==> config.mk <==
export PLATFORM = sky130hd
export DESIGN_NAME = port_b_upper_pins_mux
export DESIGN_NICKNAME = d
export VERILOG_FILES = /design/src/core/port_b_pkg.sv /design/src/core/port_b_upper_pins_mux.sv
export SDC_FILE = /design/constraint.sdc
export NUM_CORES = 1
export LEC_CHECK = 0
export BUFFER_PORTS_ARGS = -buffer_cell sky130_fd_sc_hd__buf_2
export CAP_MARGIN = 25
export CORE_MARGIN = 2
export CORE_UTILIZATION = 53
export CTS_BUF_LIST = sky130_fd_sc_hd__clkbuf_16
export DETAILED_ROUTE_END_ITERATION = 10
export GPL_ROUTABILITY_DRIVEN = 0
export PLACE_DENSITY = 0.86
export SYNTH_ARGS = -nofsm -noshare
export SYNTH_HDL_FRONTEND = slang
export SYNTH_SLANG_ARGS = --single-unit
==> constraint.sdc <==
create_clock -name clk_i -period 1.2 [get_ports clk_i]
set_clock_uncertainty 0.05 [all_clocks]
set_input_delay 0.06 -clock clk_i [delete_from_list [all_inputs] [get_ports clk_i]]
set_output_delay 0.06 -clock clk_i [all_outputs]
set_load 0.005 [all_outputs]
==> src/core/port_b_pkg.sv <==
package port_b_pkg;

  // ------------------------------------------------------------
  // Register indexes on the register port
  // ------------------------------------------------------------
  localparam logic [3:0] ADDR_ANALOG_SEL = 4'h0;
  localparam logic [3:0] ADDR_INT_MAIN   = 4'h1;
  localparam logic [3:0] ADDR_INT_EDGE   = 4'h2;
  localparam logic [3:0] ADDR_INT_EXT    = 4'h3;
  localparam logic [3:0] ADDR_CHANGE_EN  = 4'h4;
  localparam logic [3:0] ADDR_LATCH      = 4'h5;
  localparam logic [3:0] ADDR_PIN_DATA   = 4'h6;
  localparam logic [3:0] ADDR_SLEW       = 4'h7;
  localparam logic [3:0] ADDR_DIRECTION  = 4'h8;
  localparam logic [3:0] ADDR_PULLUP     = 4'h9;
  localparam logic [3:0] ADDR_RELOC_FUSE = 4'ha;
  localparam logic [3:0] ADDR_DEBUG_FUSE = 4'hb;
  localparam logic [3:0] ADDR_EVT_STATUS = 4'hc;
  localparam logic [3:0] ADDR_EVT_MASK   = 4'hd;

  // ------------------------------------------------------------
  // Implemented bit masks
  // ------------------------------------------------------------
  localparam logic [7:0] MASK_ANALOG_SEL = 8'h3f;
  localparam logic [7:0] MASK_INT_EDGE   = 8'hf5;
  localparam logic [7:0] MASK_INT_EXT    = 8'hdb;
  localparam logic [7:0] MASK_CHANGE_EN  = 8'hf0;
  localparam logic [7:0] MASK_SLEW       = 8'h1f;
  localparam logic [7:0] MASK_RELOC_FUSE = 8'hbf;
  localparam logic [7:0] MASK_DEBUG_FUSE = 8'hc5;
  localparam logic [7:0] MASK_EVT        = 8'h03;

  // ------------------------------------------------------------
  // Field positions
  // ------------------------------------------------------------
  localparam int BIT_EVEN       = 6;
  localparam int BIT_ODD        = 7;
  localparam int BIT_CHG_FLAG   = 0;
  localparam int BIT_CHG_ENABLE = 3;
  localparam int BIT_LVP        = 2;
  localparam int BIT_CAP2_MX    = 0;
  localparam int BIT_CAP3_MX    = 2;
  localparam int BIT_T3CK_MX    = 4;
  localparam int BIT_PWM2B_MX   = 5;
  localparam int EVT_CHANGE     = 0;
  localparam int EVT_DEBUG      = 1;

  // ------------------------------------------------------------
  // Reset values
  // ------------------------------------------------------------
  localparam logic [7:0] RST_ANALOG_SEL = 8'h3f;
  localparam logic [7:0] RST_DIRECTION  = 8'hff;
  localparam logic [7:0] RST_RELOC_FUSE = 8'hbf;
  localparam logic [7:0] RST_DEBUG_FUSE = 8'h85;
  localparam logic [7:0] RST_ZERO       = 8'h00;

  // ------------------------------------------------------------
  // Carriers
  // ------------------------------------------------------------
  typedef struct packed {
    logic enable;
    logic sync_mode;
    logic clock_master;
    logic transmit_out;
    logic sync_clock_out;
    logic sync_data_out;
    logic sync_data_drive;
  } serial_ctrl_t;

  typedef struct packed {
    logic active;
    logic data_out;
    logic data_drive;
  } debug_ctrl_t;

  typedef struct packed {
    logic out;
    logic oe;
  } pin_drive_t;

endpackage : port_b_pkg

==> src/core/port_b_upper_pins_mux.sv <==
`timescale 1ns/1ps
// Functional notes
// (RULE1) Direction 0: pin driven from latch bit, analog selection ignored.
// (RULE2) Direction 1: data read returns pin; analog select blanks digital input. Code masks analog bits 7:6 to zero, so it never blanks.
// (RULE3) Both upper pins are change-interrupt inputs when set as inputs.
// (RULE4) Small variant: even pin carries async transmit, overriding direction.
// (RULE5) Sync mode: even pin is clock, output as master, input as slave.
// (RULE6) Small variant: odd pin carries async receive input.
// (RULE7) Sync mode: odd pin is data, output transmitting, input receiving.
// (RULE8) Debug: even pin is program clock in, odd pin program data.
// (RULE9) Unimplemented register bits read back as zero.
// (RULE10) Relocatable functions use default pins when fuse set, else alternate.
// (RULE11) Low-voltage program bit changes only in high-voltage program mode.
// (RULE12) Enabled change pin differing from last read sets change flag.
module port_b_upper_pins_mux
  import port_b_pkg::*;
#(
  parameter bit SMALL_VARIANT = 1'b1
) (
  // Clock and reset
  input  wire logic         clk_i,
  input  wire logic         rstn_i,
  // Register port
  input  wire logic [3:0]   addr_i,
  input  wire logic [7:0]   wdata_i,
  input  wire logic         wr_i,
  input  wire logic         rd_i,
  output logic      [7:0]   rdata_o,
  // Pins
  input  wire logic         upper_even_pin_i,
  output logic              upper_even_pin_o,
  output logic              upper_even_pin_oe_o,
  input  wire logic         upper_odd_pin_i,
  output logic              upper_odd_pin_o,
  output logic              upper_odd_pin_oe_o,
  // Peripheral and debug side
  input  wire serial_ctrl_t serial_i,
  input  wire debug_ctrl_t  debug_i,
  input  wire logic         hv_program_i,
  output logic              serial_receive_in_o,
  output logic              serial_sync_clock_o,
  output logic              serial_sync_data_o,
  output logic              program_clock_in_o,
  output logic              program_data_in_o,
  output logic [3:0]        relocate_default_o,
  // Interrupt
  output logic              irq_o
);

  // ------------------------------------------------------------
  // Helpers
  // ------------------------------------------------------------
  function automatic logic [7:0] masked(input logic [7:0] v, input logic [7:0] m);
    masked = v & m;
  endfunction : masked

  function automatic logic wr_hit(input logic we, input logic [3:0] a,
                                  input logic [3:0] target);
    wr_hit = we && (a == target);
  endfunction : wr_hit

  // ------------------------------------------------------------
  // Registers
  // ------------------------------------------------------------
  logic [7:0] analog_select_reg_r;
  logic [7:0] int_main_r;
  logic [7:0] int_edge_r;
  logic [7:0] int_ext_r;
  logic [7:0] change_enable_reg_r;
  logic [7:0] output_latch_r;
  logic [7:0] slew_control_reg_r;
  logic [7:0] direction_reg_r;
  logic [7:0] pullup_enable_reg_r;
  logic [7:0] relocation_fuse_reg_r;
  logic [7:0] debug_fuse_reg_r;
  logic [7:0] evt_status_r;
  logic [7:0] evt_mask_r;
  logic [1:0] last_read_r;
  logic       debug_seen_r;
  logic [7:0] rdata_nxt;
  logic [7:0] int_main_nxt;
  logic [7:0] evt_status_nxt;
  logic [7:0] debug_fuse_nxt;

  // ------------------------------------------------------------
  // Pin levels and digital input path
  // ------------------------------------------------------------
  wire [1:0] pin_level  = {upper_odd_pin_i, upper_even_pin_i};
  wire [1:0] dir_upper  = direction_reg_r[BIT_ODD:BIT_EVEN];
  wire [7:0] ana_all    = masked(analog_select_reg_r, MASK_ANALOG_SEL);
  wire [1:0] ana_upper  = ana_all[BIT_ODD:BIT_EVEN];
  // (RULE2) ana_upper is always 0 under MASK_ANALOG_SEL, input never blanked
  wire [1:0] dig_in     = pin_level & ~ana_upper;
  wire [1:0] pin_read   = (dig_in & dir_upper)
                          | (output_latch_r[BIT_ODD:BIT_EVEN] & ~dir_upper);
  wire [7:0] pin_data_rd = {pin_read, 6'h00};

  // ------------------------------------------------------------
  // Change detection
  // ------------------------------------------------------------
  wire [1:0] chg_en     = change_enable_reg_r[BIT_ODD:BIT_EVEN];
  // (RULE3) inputs only
  wire [1:0] chg_armed  = chg_en & dir_upper;
  // (RULE12) mismatch sets flag
  wire       chg_event  = |(chg_armed & (dig_in ^ last_read_r));
  wire       rd_pin     = rd_i && (addr_i == ADDR_PIN_DATA);

  // ------------------------------------------------------------
  // Pin function selection
  // ------------------------------------------------------------
  wire dbg      = debug_i.active;
  wire async_on = serial_i.enable && !serial_i.sync_mode && SMALL_VARIANT;
  wire sync_on  = serial_i.enable && serial_i.sync_mode;
  pin_drive_t even_nxt;
  pin_drive_t odd_nxt;

  // (RULE8) debug owns both pins
  // (RULE4) async transmit
  // (RULE5) sync clock
  // (RULE1) latch drive
  assign even_nxt = dbg      ? pin_drive_t'{out: 1'b0, oe: 1'b0} :
                    async_on ? pin_drive_t'{out: serial_i.transmit_out, oe: 1'b1} :
                    sync_on  ? pin_drive_t'{out: serial_i.sync_clock_out,
                                            oe: serial_i.clock_master} :
                               pin_drive_t'{out: output_latch_r[BIT_EVEN],
                                            oe: ~direction_reg_r[BIT_EVEN]};

  // (RULE8) program data
  // (RULE6) async receive
  // (RULE7) sync data
  // (RULE1) latch drive
  assign odd_nxt  = dbg      ? pin_drive_t'{out: debug_i.data_out, oe: debug_i.data_drive} :
                    async_on ? pin_drive_t'{out: 1'b0, oe: 1'b0} :
                    sync_on  ? pin_drive_t'{out: serial_i.sync_data_out,
                                            oe: serial_i.sync_data_drive} :
                               pin_drive_t'{out: output_latch_r[BIT_ODD],
                                            oe: ~direction_reg_r[BIT_ODD]};

  // ------------------------------------------------------------
  // Write decode
  // ------------------------------------------------------------
  wire wr_int_main = wr_hit(wr_i, addr_i, ADDR_INT_MAIN);
  wire wr_debug    = wr_hit(wr_i, addr_i, ADDR_DEBUG_FUSE);
  wire wr_status   = wr_hit(wr_i, addr_i, ADDR_EVT_STATUS);
  wire dbg_rise    = dbg && !debug_seen_r;

  // Set wins over software clear
  always_comb begin
    int_main_nxt = wr_int_main ? wdata_i : int_main_r;
    if (chg_event) begin
      int_main_nxt[BIT_CHG_FLAG] = 1'b1;
    end
  end

  always_comb begin
    evt_status_nxt = evt_status_r;
    if (wr_status) begin
      evt_status_nxt = evt_status_r & ~wdata_i;
    end
    evt_status_nxt[EVT_CHANGE] = evt_status_nxt[EVT_CHANGE] | chg_event;
    evt_status_nxt[EVT_DEBUG]  = evt_status_nxt[EVT_DEBUG] | dbg_rise;
  end

  // (RULE11) LOW_VOLTAGE_PROGRAM_ENABLE locked outside HV
  always_comb begin
    debug_fuse_nxt = debug_fuse_reg_r;
    if (wr_debug) begin
      debug_fuse_nxt = masked(wdata_i, MASK_DEBUG_FUSE);
      if (!hv_program_i) begin
        debug_fuse_nxt[BIT_LVP] = debug_fuse_reg_r[BIT_LVP];
      end
    end
  end

  // ------------------------------------------------------------
  // Read mux
  // ------------------------------------------------------------
  // (RULE9) unimplemented reads zero
  always_comb begin
    case (addr_i)
      ADDR_ANALOG_SEL: rdata_nxt = masked(analog_select_reg_r, MASK_ANALOG_SEL);
      ADDR_INT_MAIN:   rdata_nxt = int_main_r;
      ADDR_INT_EDGE:   rdata_nxt = masked(int_edge_r, MASK_INT_EDGE);
      ADDR_INT_EXT:    rdata_nxt = masked(int_ext_r, MASK_INT_EXT);
      ADDR_CHANGE_EN:  rdata_nxt = masked(change_enable_reg_r, MASK_CHANGE_EN);
      ADDR_LATCH:      rdata_nxt = output_latch_r;
      ADDR_PIN_DATA:   rdata_nxt = pin_data_rd;
      ADDR_SLEW:       rdata_nxt = masked(slew_control_reg_r, MASK_SLEW);
      ADDR_DIRECTION:  rdata_nxt = direction_reg_r;
      ADDR_PULLUP:     rdata_nxt = pullup_enable_reg_r;
      ADDR_RELOC_FUSE: rdata_nxt = masked(relocation_fuse_reg_r, MASK_RELOC_FUSE);
      ADDR_DEBUG_FUSE: rdata_nxt = debug_fuse_reg_r;
      ADDR_EVT_STATUS: rdata_nxt = evt_status_r;
      ADDR_EVT_MASK:   rdata_nxt = evt_mask_r;
      default:         rdata_nxt = RST_ZERO;
    endcase
  end

  // ------------------------------------------------------------
  // Control registers
  // ------------------------------------------------------------
  always_ff @(posedge clk_i or negedge rstn_i) begin
    if (!rstn_i) begin
      analog_select_reg_r   <= RST_ANALOG_SEL;
      int_edge_r            <= RST_ZERO;
      int_ext_r             <= RST_ZERO;
      change_enable_reg_r   <= RST_ZERO;
      output_latch_r        <= RST_ZERO;
      slew_control_reg_r    <= RST_ZERO;
      direction_reg_r       <= RST_DIRECTION;
      pullup_enable_reg_r   <= RST_ZERO;
      relocation_fuse_reg_r <= RST_RELOC_FUSE;
      evt_mask_r            <= RST_ZERO;
    end else if (wr_i) begin
      case (addr_i)
        ADDR_ANALOG_SEL: analog_select_reg_r   <= masked(wdata_i, MASK_ANALOG_SEL);
        ADDR_INT_EDGE:   int_edge_r            <= masked(wdata_i, MASK_INT_EDGE);
        ADDR_INT_EXT:    int_ext_r             <= masked(wdata_i, MASK_INT_EXT);
        ADDR_CHANGE_EN:  change_enable_reg_r   <= masked(wdata_i, MASK_CHANGE_EN);
        ADDR_LATCH:      output_latch_r        <= wdata_i;
        ADDR_PIN_DATA:   output_latch_r        <= wdata_i;
        ADDR_SLEW:       slew_control_reg_r    <= masked(wdata_i, MASK_SLEW);
        ADDR_DIRECTION:  direction_reg_r       <= wdata_i;
        ADDR_PULLUP:     pullup_enable_reg_r   <= wdata_i;
        ADDR_RELOC_FUSE: relocation_fuse_reg_r <= masked(wdata_i, MASK_RELOC_FUSE);
        ADDR_EVT_MASK:   evt_mask_r            <= masked(wdata_i, MASK_EVT);
        default:         evt_mask_r            <= evt_mask_r;
      endcase
    end
  end

  // ------------------------------------------------------------
  // Status, flags and read data
  // ------------------------------------------------------------
  always_ff @(posedge clk_i or negedge rstn_i) begin
    if (!rstn_i) begin
      int_main_r       <= RST_ZERO;
      evt_status_r     <= RST_ZERO;
      debug_fuse_reg_r <= RST_DEBUG_FUSE;
      last_read_r      <= 2'h0;
      debug_seen_r     <= 1'b0;
      rdata_o          <= RST_ZERO;
      irq_o            <= 1'b0;
    end else begin
      int_main_r       <= int_main_nxt;
      evt_status_r     <= evt_status_nxt;
      debug_fuse_reg_r <= debug_fuse_nxt;
      last_read_r      <= rd_pin ? dig_in : last_read_r;
      debug_seen_r     <= dbg;
      rdata_o          <= rd_i ? rdata_nxt : RST_ZERO;
      irq_o            <= |(evt_status_nxt & evt_mask_r)
                          | (int_main_nxt[BIT_CHG_FLAG]
                             & int_main_r[BIT_CHG_ENABLE]);
    end
  end

  // ------------------------------------------------------------
  // Pin drive and peripheral inputs
  // ------------------------------------------------------------
  always_ff @(posedge clk_i or negedge rstn_i) begin
    if (!rstn_i) begin
      upper_even_pin_o    <= 1'b0;
      upper_even_pin_oe_o <= 1'b0;
      upper_odd_pin_o     <= 1'b0;
      upper_odd_pin_oe_o  <= 1'b0;
      serial_receive_in_o <= 1'b1;
      serial_sync_clock_o <= 1'b0;
      serial_sync_data_o  <= 1'b0;
      program_clock_in_o  <= 1'b0;
      program_data_in_o   <= 1'b0;
      relocate_default_o  <= 4'hf;
    end else begin
      upper_even_pin_o    <= even_nxt.out;
      upper_even_pin_oe_o <= even_nxt.oe;
      upper_odd_pin_o     <= odd_nxt.out;
      upper_odd_pin_oe_o  <= odd_nxt.oe;
      serial_receive_in_o <= async_on ? upper_odd_pin_i : 1'b1;
      serial_sync_clock_o <= sync_on ? upper_even_pin_i : 1'b0;
      serial_sync_data_o  <= sync_on ? upper_odd_pin_i : 1'b0;
      program_clock_in_o  <= dbg ? upper_even_pin_i : 1'b0;
      program_data_in_o   <= dbg ? upper_odd_pin_i : 1'b0;
      // (RULE10) fuse set selects default
      relocate_default_o  <= {relocation_fuse_reg_r[BIT_PWM2B_MX],
                              relocation_fuse_reg_r[BIT_T3CK_MX],
                              relocation_fuse_reg_r[BIT_CAP3_MX],
                              relocation_fuse_reg_r[BIT_CAP2_MX]};
    end
  end
endmodule : port_b_upper_pins_mux

---- Word-level counts from Yosys, hierarchy flattened ----
Index checks and enable logic that the tools add are counted.
storage, ports and cells
  bits in registers ....................... 105
  output and inout port bits .............. 22
  input port bits ......................... 29
  word-level logic and storage cells ...... 98
cells by class
  bitwise logic cells ..................... 16
  mux-type cells .......................... 16
  eq/ne operators ......................... 13
  reductions and logical operators ........ 24
operators with widths
  operator                                                          number
  8-bit case mux with 14 select lines                               1
  4-bit == test (second input constant)                             6
  2-bit AND reduction                                               11
  4-bit by 3-bit == test with 1-bit output (second input constant)  4
  8-bit 2-to-1 mux                                                  2
  2-bit 2-to-1 mux                                                  6
  2-bit AND                                                         4
  8-bit by 2-bit AND with 8-bit output                              1
  8-bit AND                                                         1
  4-bit by 2-bit == test with 1-bit output (second input constant)  2
  8-bit NOT                                                         1
  8-bit OR reduction                                                1
  1-bit logical AND                                                 7
  1-bit 2-to-1 mux                                                  7
  4-bit by 1-bit == test with 1-bit output (second input constant)  1
  4-bit logical NOT                                                 1
  2-bit OR reduction                                                2
  1-bit bitwise OR                                                  3
  1-bit logical NOT                                                 2
  1-bit NOT                                                         2
  2-bit NOT                                                         1
  2-bit bitwise OR                                                  1
  2-bit bitwise XOR                                                 1
  1-bit AND                                                         1

---- Depth between registers and ports, before layout ----
  depth after elaboration ................. 7
  depth in mapped cells ................... 7
  depth with buffers taken out ............ 4

---- Worst setup path before layout ----
Ideal clock, no wire load.
  path type ............................... reg-to-reg
  start point ............................. register int_ext_r[4]
  end point ............................... register rdata_o[4]
  data arrival time ....................... 1.170 ns
  setup time .............................. 0.129 ns
  stages on the path, launching flop included .. 5
  setup slack ............................. -0.148 ns
  buffers on the path ..................... 0
  period minus slack after synthesis ...... 1.348 ns
  required time ........................... 1.021 ns
  path through ............................ dfrtp_1 > mux2_2 > a22o_1 > a221oi_1 > a21oi_1
on the way
  word-level cells in the longest chain between the ends .. 2
RTL lines
  item                                 RTL line                      RTL
  from (decl)                          port_b_upper_pins_mux.sv:68   logic [7:0] int_ext_r;
  from (signal assigned)               port_b_upper_pins_mux.sv:218  ADDR_INT_EXT: int_ext_r <= masked(wdata_i, MASK_INT_EXT);
  8-bit case mux with 14 select lines  port_b_upper_pins_mux.sv:180  case (addr_i)
  8-bit 2-to-1 mux                     port_b_upper_pins_mux.sv:250  rdata_o <= rd_i ? rdata_nxt : RST_ZERO;
  to (signal assigned)                 port_b_upper_pins_mux.sv:250
  to (decl)                            port_b_upper_pins_mux.sv:28   output logic [7:0] rdata_o,
No other way between the ends.
A chain may end at the register's enable or synchronous reset.

---- Worst setup path in the final report ----
  start point ............................. register last_read_r[0]
  end point ............................... register irq_o
on the way
  elaborated cells between the ends (all ways) .. 9
  classes of those cells .................. 1 x mux; 6 x bitwise; 2 x reduce/logical
RTL lines
  item                       RTL line                      RTL
  from (decl)                port_b_upper_pins_mux.sv:78   logic [1:0] last_read_r;
  from (signal assigned)     port_b_upper_pins_mux.sv:248  last_read_r <= rd_pin ? dig_in : last_read_r;
  2-bit bitwise XOR          port_b_upper_pins_mux.sv:105  wire chg_event = |(chg_armed & (dig_in ^ last_read_r));
  2-bit AND                  port_b_upper_pins_mux.sv:105
  2-bit OR reduction         port_b_upper_pins_mux.sv:105
  1-bit 2-to-1 mux           port_b_upper_pins_mux.sv:150  if (chg_event) begin
  named net int_main_nxt[0]  port_b_upper_pins_mux.sv:81   logic [7:0] int_main_nxt;
  1-bit AND                  port_b_upper_pins_mux.sv:253  & int_main_r[BIT_CHG_ENABLE]);
  1-bit bitwise OR           port_b_upper_pins_mux.sv:252  | (int_main_nxt[BIT_CHG_FLAG]
  to (signal assigned)       port_b_upper_pins_mux.sv:251  irq_o <= |(evt_status_nxt & evt_mask_r)
  to (decl)                  port_b_upper_pins_mux.sv:47   output logic irq_o
The timed path passes the listed nets, and every way through them passes these cells.

==> results.cfg <==
[worst_setup_path]
crit_buf_inv = 0
r2r_setup_slack_ns = -0.23
crit_family = compound AO/OA/AOI/OAI gates
cp.required_ns = 1.38
slowest_delay_ns = 0.41
r2r-start = last_read_r[0]$_DFFE_PN0P_
arrival_ns = 1.61
crit_path_max_fanout = 2
cpMaxStageDelayCell = dfrtp_1
worst-setup-path-type = reg -> reg
critical_path.endpoint_type = register
crit_path_start_kind = register
timing.rr.end = irq_o$_DFF_PN0_
r2r_cells = 4
path_cells = xnor2_2, o22ai_2, a211o_1, a221o_1

[grt]
antenna_found_initial = 0
grt_overflow = 0
grt_pass1_vias = 3981
grt.total_usage = 0.281
grt_pass1_wl_um = 21100
grt_max_degree = 48

[cells_and_area]
drive_above_1_share = 0.538
fin_util = 0.723
fillerInstances = 563
area_growth_pct = 30.8
stdcell_area_mm2 = 0.00636
nets = 541
layout_common_cells = dfrtp_1, buf_4, mux2_2
final_common_cell = dfrtp_1
antenna_cells = 0

[worst_hold_path]
min_from = wdata_i[7]
hold_class = in -> reg
hold_depth = 2
hold_end = evt_status_r[7]$_DFFE_PN0N_

[power_and_ir_drop]
total_power_w = 0.00981
power.density_mw_per_mm2 = 1540
leakage_nw = 2.85
peakVddDrop_v = 0.000986

[yosys]
synth_edf_count = 0
synthCells = 383
synth_seq_cells = 105
ys_warn_count = 0
avgSynthCellArea_um2 = 12.7
synth.distinct_cells = 62
synth_area_mm2 = 0.00486
async_flop_share = 1.00
synth_top_flop_cell = dfrtp_1
syn-num-nets = 412
seq_area_frac_synth = 0.548

[status]
status = finished with violations
violations = setup timing

[place]
io_buffers = 50
post_dp_cell_area_mm2 = 0.00578
hpwlAfterDp_um = 8940

[clock_network]
cts.sinks = 105
cts-htree-levels = 3
clk-insertion-delay-late_ns = 0.34
clockBufferDepth = 2
tritoncts = done
cts_buffers = 9
path_clk_slew_ns = 0.07
root_buffer = clkbuf_16

[route]
wl_um = 13400
drtPass1Iterations = 5
final_antenna_net_count = 0
drt_iter0_markers = 256
drt-vias-per-instance = 6.08
drc = 0
via_count = 3799
route.met3.wl_um = 975
wl_per_cell_um = 21.4
wl_met1_um = 5220
top_layer_used = met4
met2_length_um = 6760

[floorplanning]
fp.dieH_um = 99.8
rows = 34
ios = 51
initial_core_util = 0.552
fp.dieW_um = 99.8
die_area_mm2 = 0.00996
coreArea_mm2 = 0.00881

[sta]
hold_violations = 0
rsz0062_at_grt = true
fmax_mhz = 699
period_needed_ns = 1.43
max-slew-margin-rel = 0.762
setup_slack_ns = -0.231
tightest_slew_ns = 0.355
setup_violations = 7
timing.final.crit_share = 1.19
slew_viol_final = 0

[job]
max-cap-violations = 0
[metrics by stage]
| step | hold slack [ns] | setup slack, ns | TNS, ns | std cells |
|---|---|---|---|---|
| floorplan | -0.286 | -0.0939 | -0.590 | 383 |
| global placement | -0.0833 | -0.239 | -13.49 | 591 |
| detailed placement | -0.0781 | -0.298 | -17.12 | 591 |
| CTS | 0.00268 | -0.224 | -1.04 | 624 |
| global route | 0.0136 | -0.261 | -1.46 | 625 |
| finish | 0.00560 | -0.231 | -1.08 | 625 |
[layer usage]
layer | vias to the layer above | track usage
li1 | 1661 | -
met1 | 1905 | 0.355
met3 | 34 | 0.0487
met2 | 199 | 0.485
met5 | - | 0
met4 | 0 | 0.106
[worst max-delay path by stage]
stage,startpoint,to,slack [ns],cells after the start
4_1_cts,last_read_r[0]$_DFFE_PN0P_,irq_o$_DFF_PN0_,-0.22,4
6_report,last_read_r[0]$_DFFE_PN0P_,irq_o$_DFF_PN0_,-0.23,4
2_1_floorplan,analog_select_reg_r[1]$_DFFE_PN1P_,rdata_o[1]$_DFF_PN0_,-0.09,4
3_3_place_gp,addr_i[3],output_latch_r[7]$_DFFE_PN0P_,-0.24,5
5_1_grt,last_read_r[1]$_DFFE_PN0P_,irq_o$_DFF_PN0_,-0.26,4
3_5_place_dp,addr_i[3],output_latch_r[7]$_DFFE_PN0P_,-0.30,5
[cells by family after synthesis]
logic type             Yosys count  synth area share
flip-flops                     105             0.548
multiplexers                    88             0.206
buffers and inverters           29            0.0283
AND/OR/NAND/NOR                 91             0.112
XOR/XNOR                         2           0.00360
AO/OA/AOI/OAI                   68             0.102
[synth_stat cells, drive strengths merged, types with 2 or more instances]
| cell | count | area [um^2] |
|---|---|---|
| a21oi | 6 | 41.3 |
| a21o | 3 | 22.5 |
| nor2b | 7 | 43.8 |
| nand2b | 4 | 25.0 |
| dfstp | 29 | 762 |
| a32o | 3 | 30.0 |
| nor3 | 4 | 36.3 |
| nand3b | 7 | 56.3 |
| a211oi | 3 | 22.5 |
| mux4 | 2 | 45.0 |
| a31oi | 11 | 68.8 |
| o2bb2ai | 2 | 17.5 |
| a22oi | 5 | 37.5 |
| a211o | 3 | 26.3 |
| and3 | 5 | 31.3 |
| mux2 | 76 | 856 |
| nand2 | 19 | 73.8 |
| a21boi | 6 | 45.0 |
| nor2 | 12 | 52.6 |
| nand4 | 2 | 12.5 |
| o22ai | 3 | 18.8 |
| o21ai | 9 | 45.0 |
| and2 | 3 | 18.8 |
| dfrtp | 76 | 1900 |
| nand4bb | 2 | 22.5 |
| a2bb2oi | 2 | 17.5 |
| xnor2 | 2 | 17.5 |
| and2b | 3 | 22.5 |
| nor3b | 2 | 26.3 |
| buf | 17 | 92.6 |
| o21a | 2 | 15.0 |
| clkbuf | 7 | 26.3 |
| mux2i | 10 | 100 |
| inv | 5 | 18.8 |
| nand3 | 14 | 70.1 |
[layout make-up]
type	count	area [um^2]	share of cell area
clock buffer	9	225	0.0354
inverter	5	18.8	0.00295
clock inverter	7	88.8	0.0140
tap	108	135	0.0212
timing repair buffer	142	1050	0.165
multi-input combinational	249	2180	0.343
sequential	105	2660	0.419
[where the power goes]
part	internal (W)	leakage, nW	switching, W	total [W]
logic	0.00111	1.45	0.000839	0.00195
clock network	0.00181	0.158	0.00127	0.00309
registers	0.00438	1.25	0.000392	0.00478
[registers in the layout, summed over array words and instances (netlist names), 2 cells and up]
signal                 count
rdata_o                    8
evt_status_r               8
slew_control_reg_r         5
relocation_fuse_reg_r      7
analog_select_reg_r        6
int_ext_r                  6
int_edge_r                 6
evt_mask_r                 2
last_read_r                2
direction_reg_r            8
debug_fuse_reg_r           4
pullup_enable_reg_r        8
int_main_r                 8
output_latch_r             8
relocate_default_o         4
change_enable_reg_r        4
[timing repair]
item,CTS,global route
setup buffers,3,1
resized for setup,10,11
hold endpoints to repair,96,0
hold buffers,14,0
setup endpoints to repair,10,19
pin swaps,6,4
No activity file was read; power rests on OpenSTA's default activity.
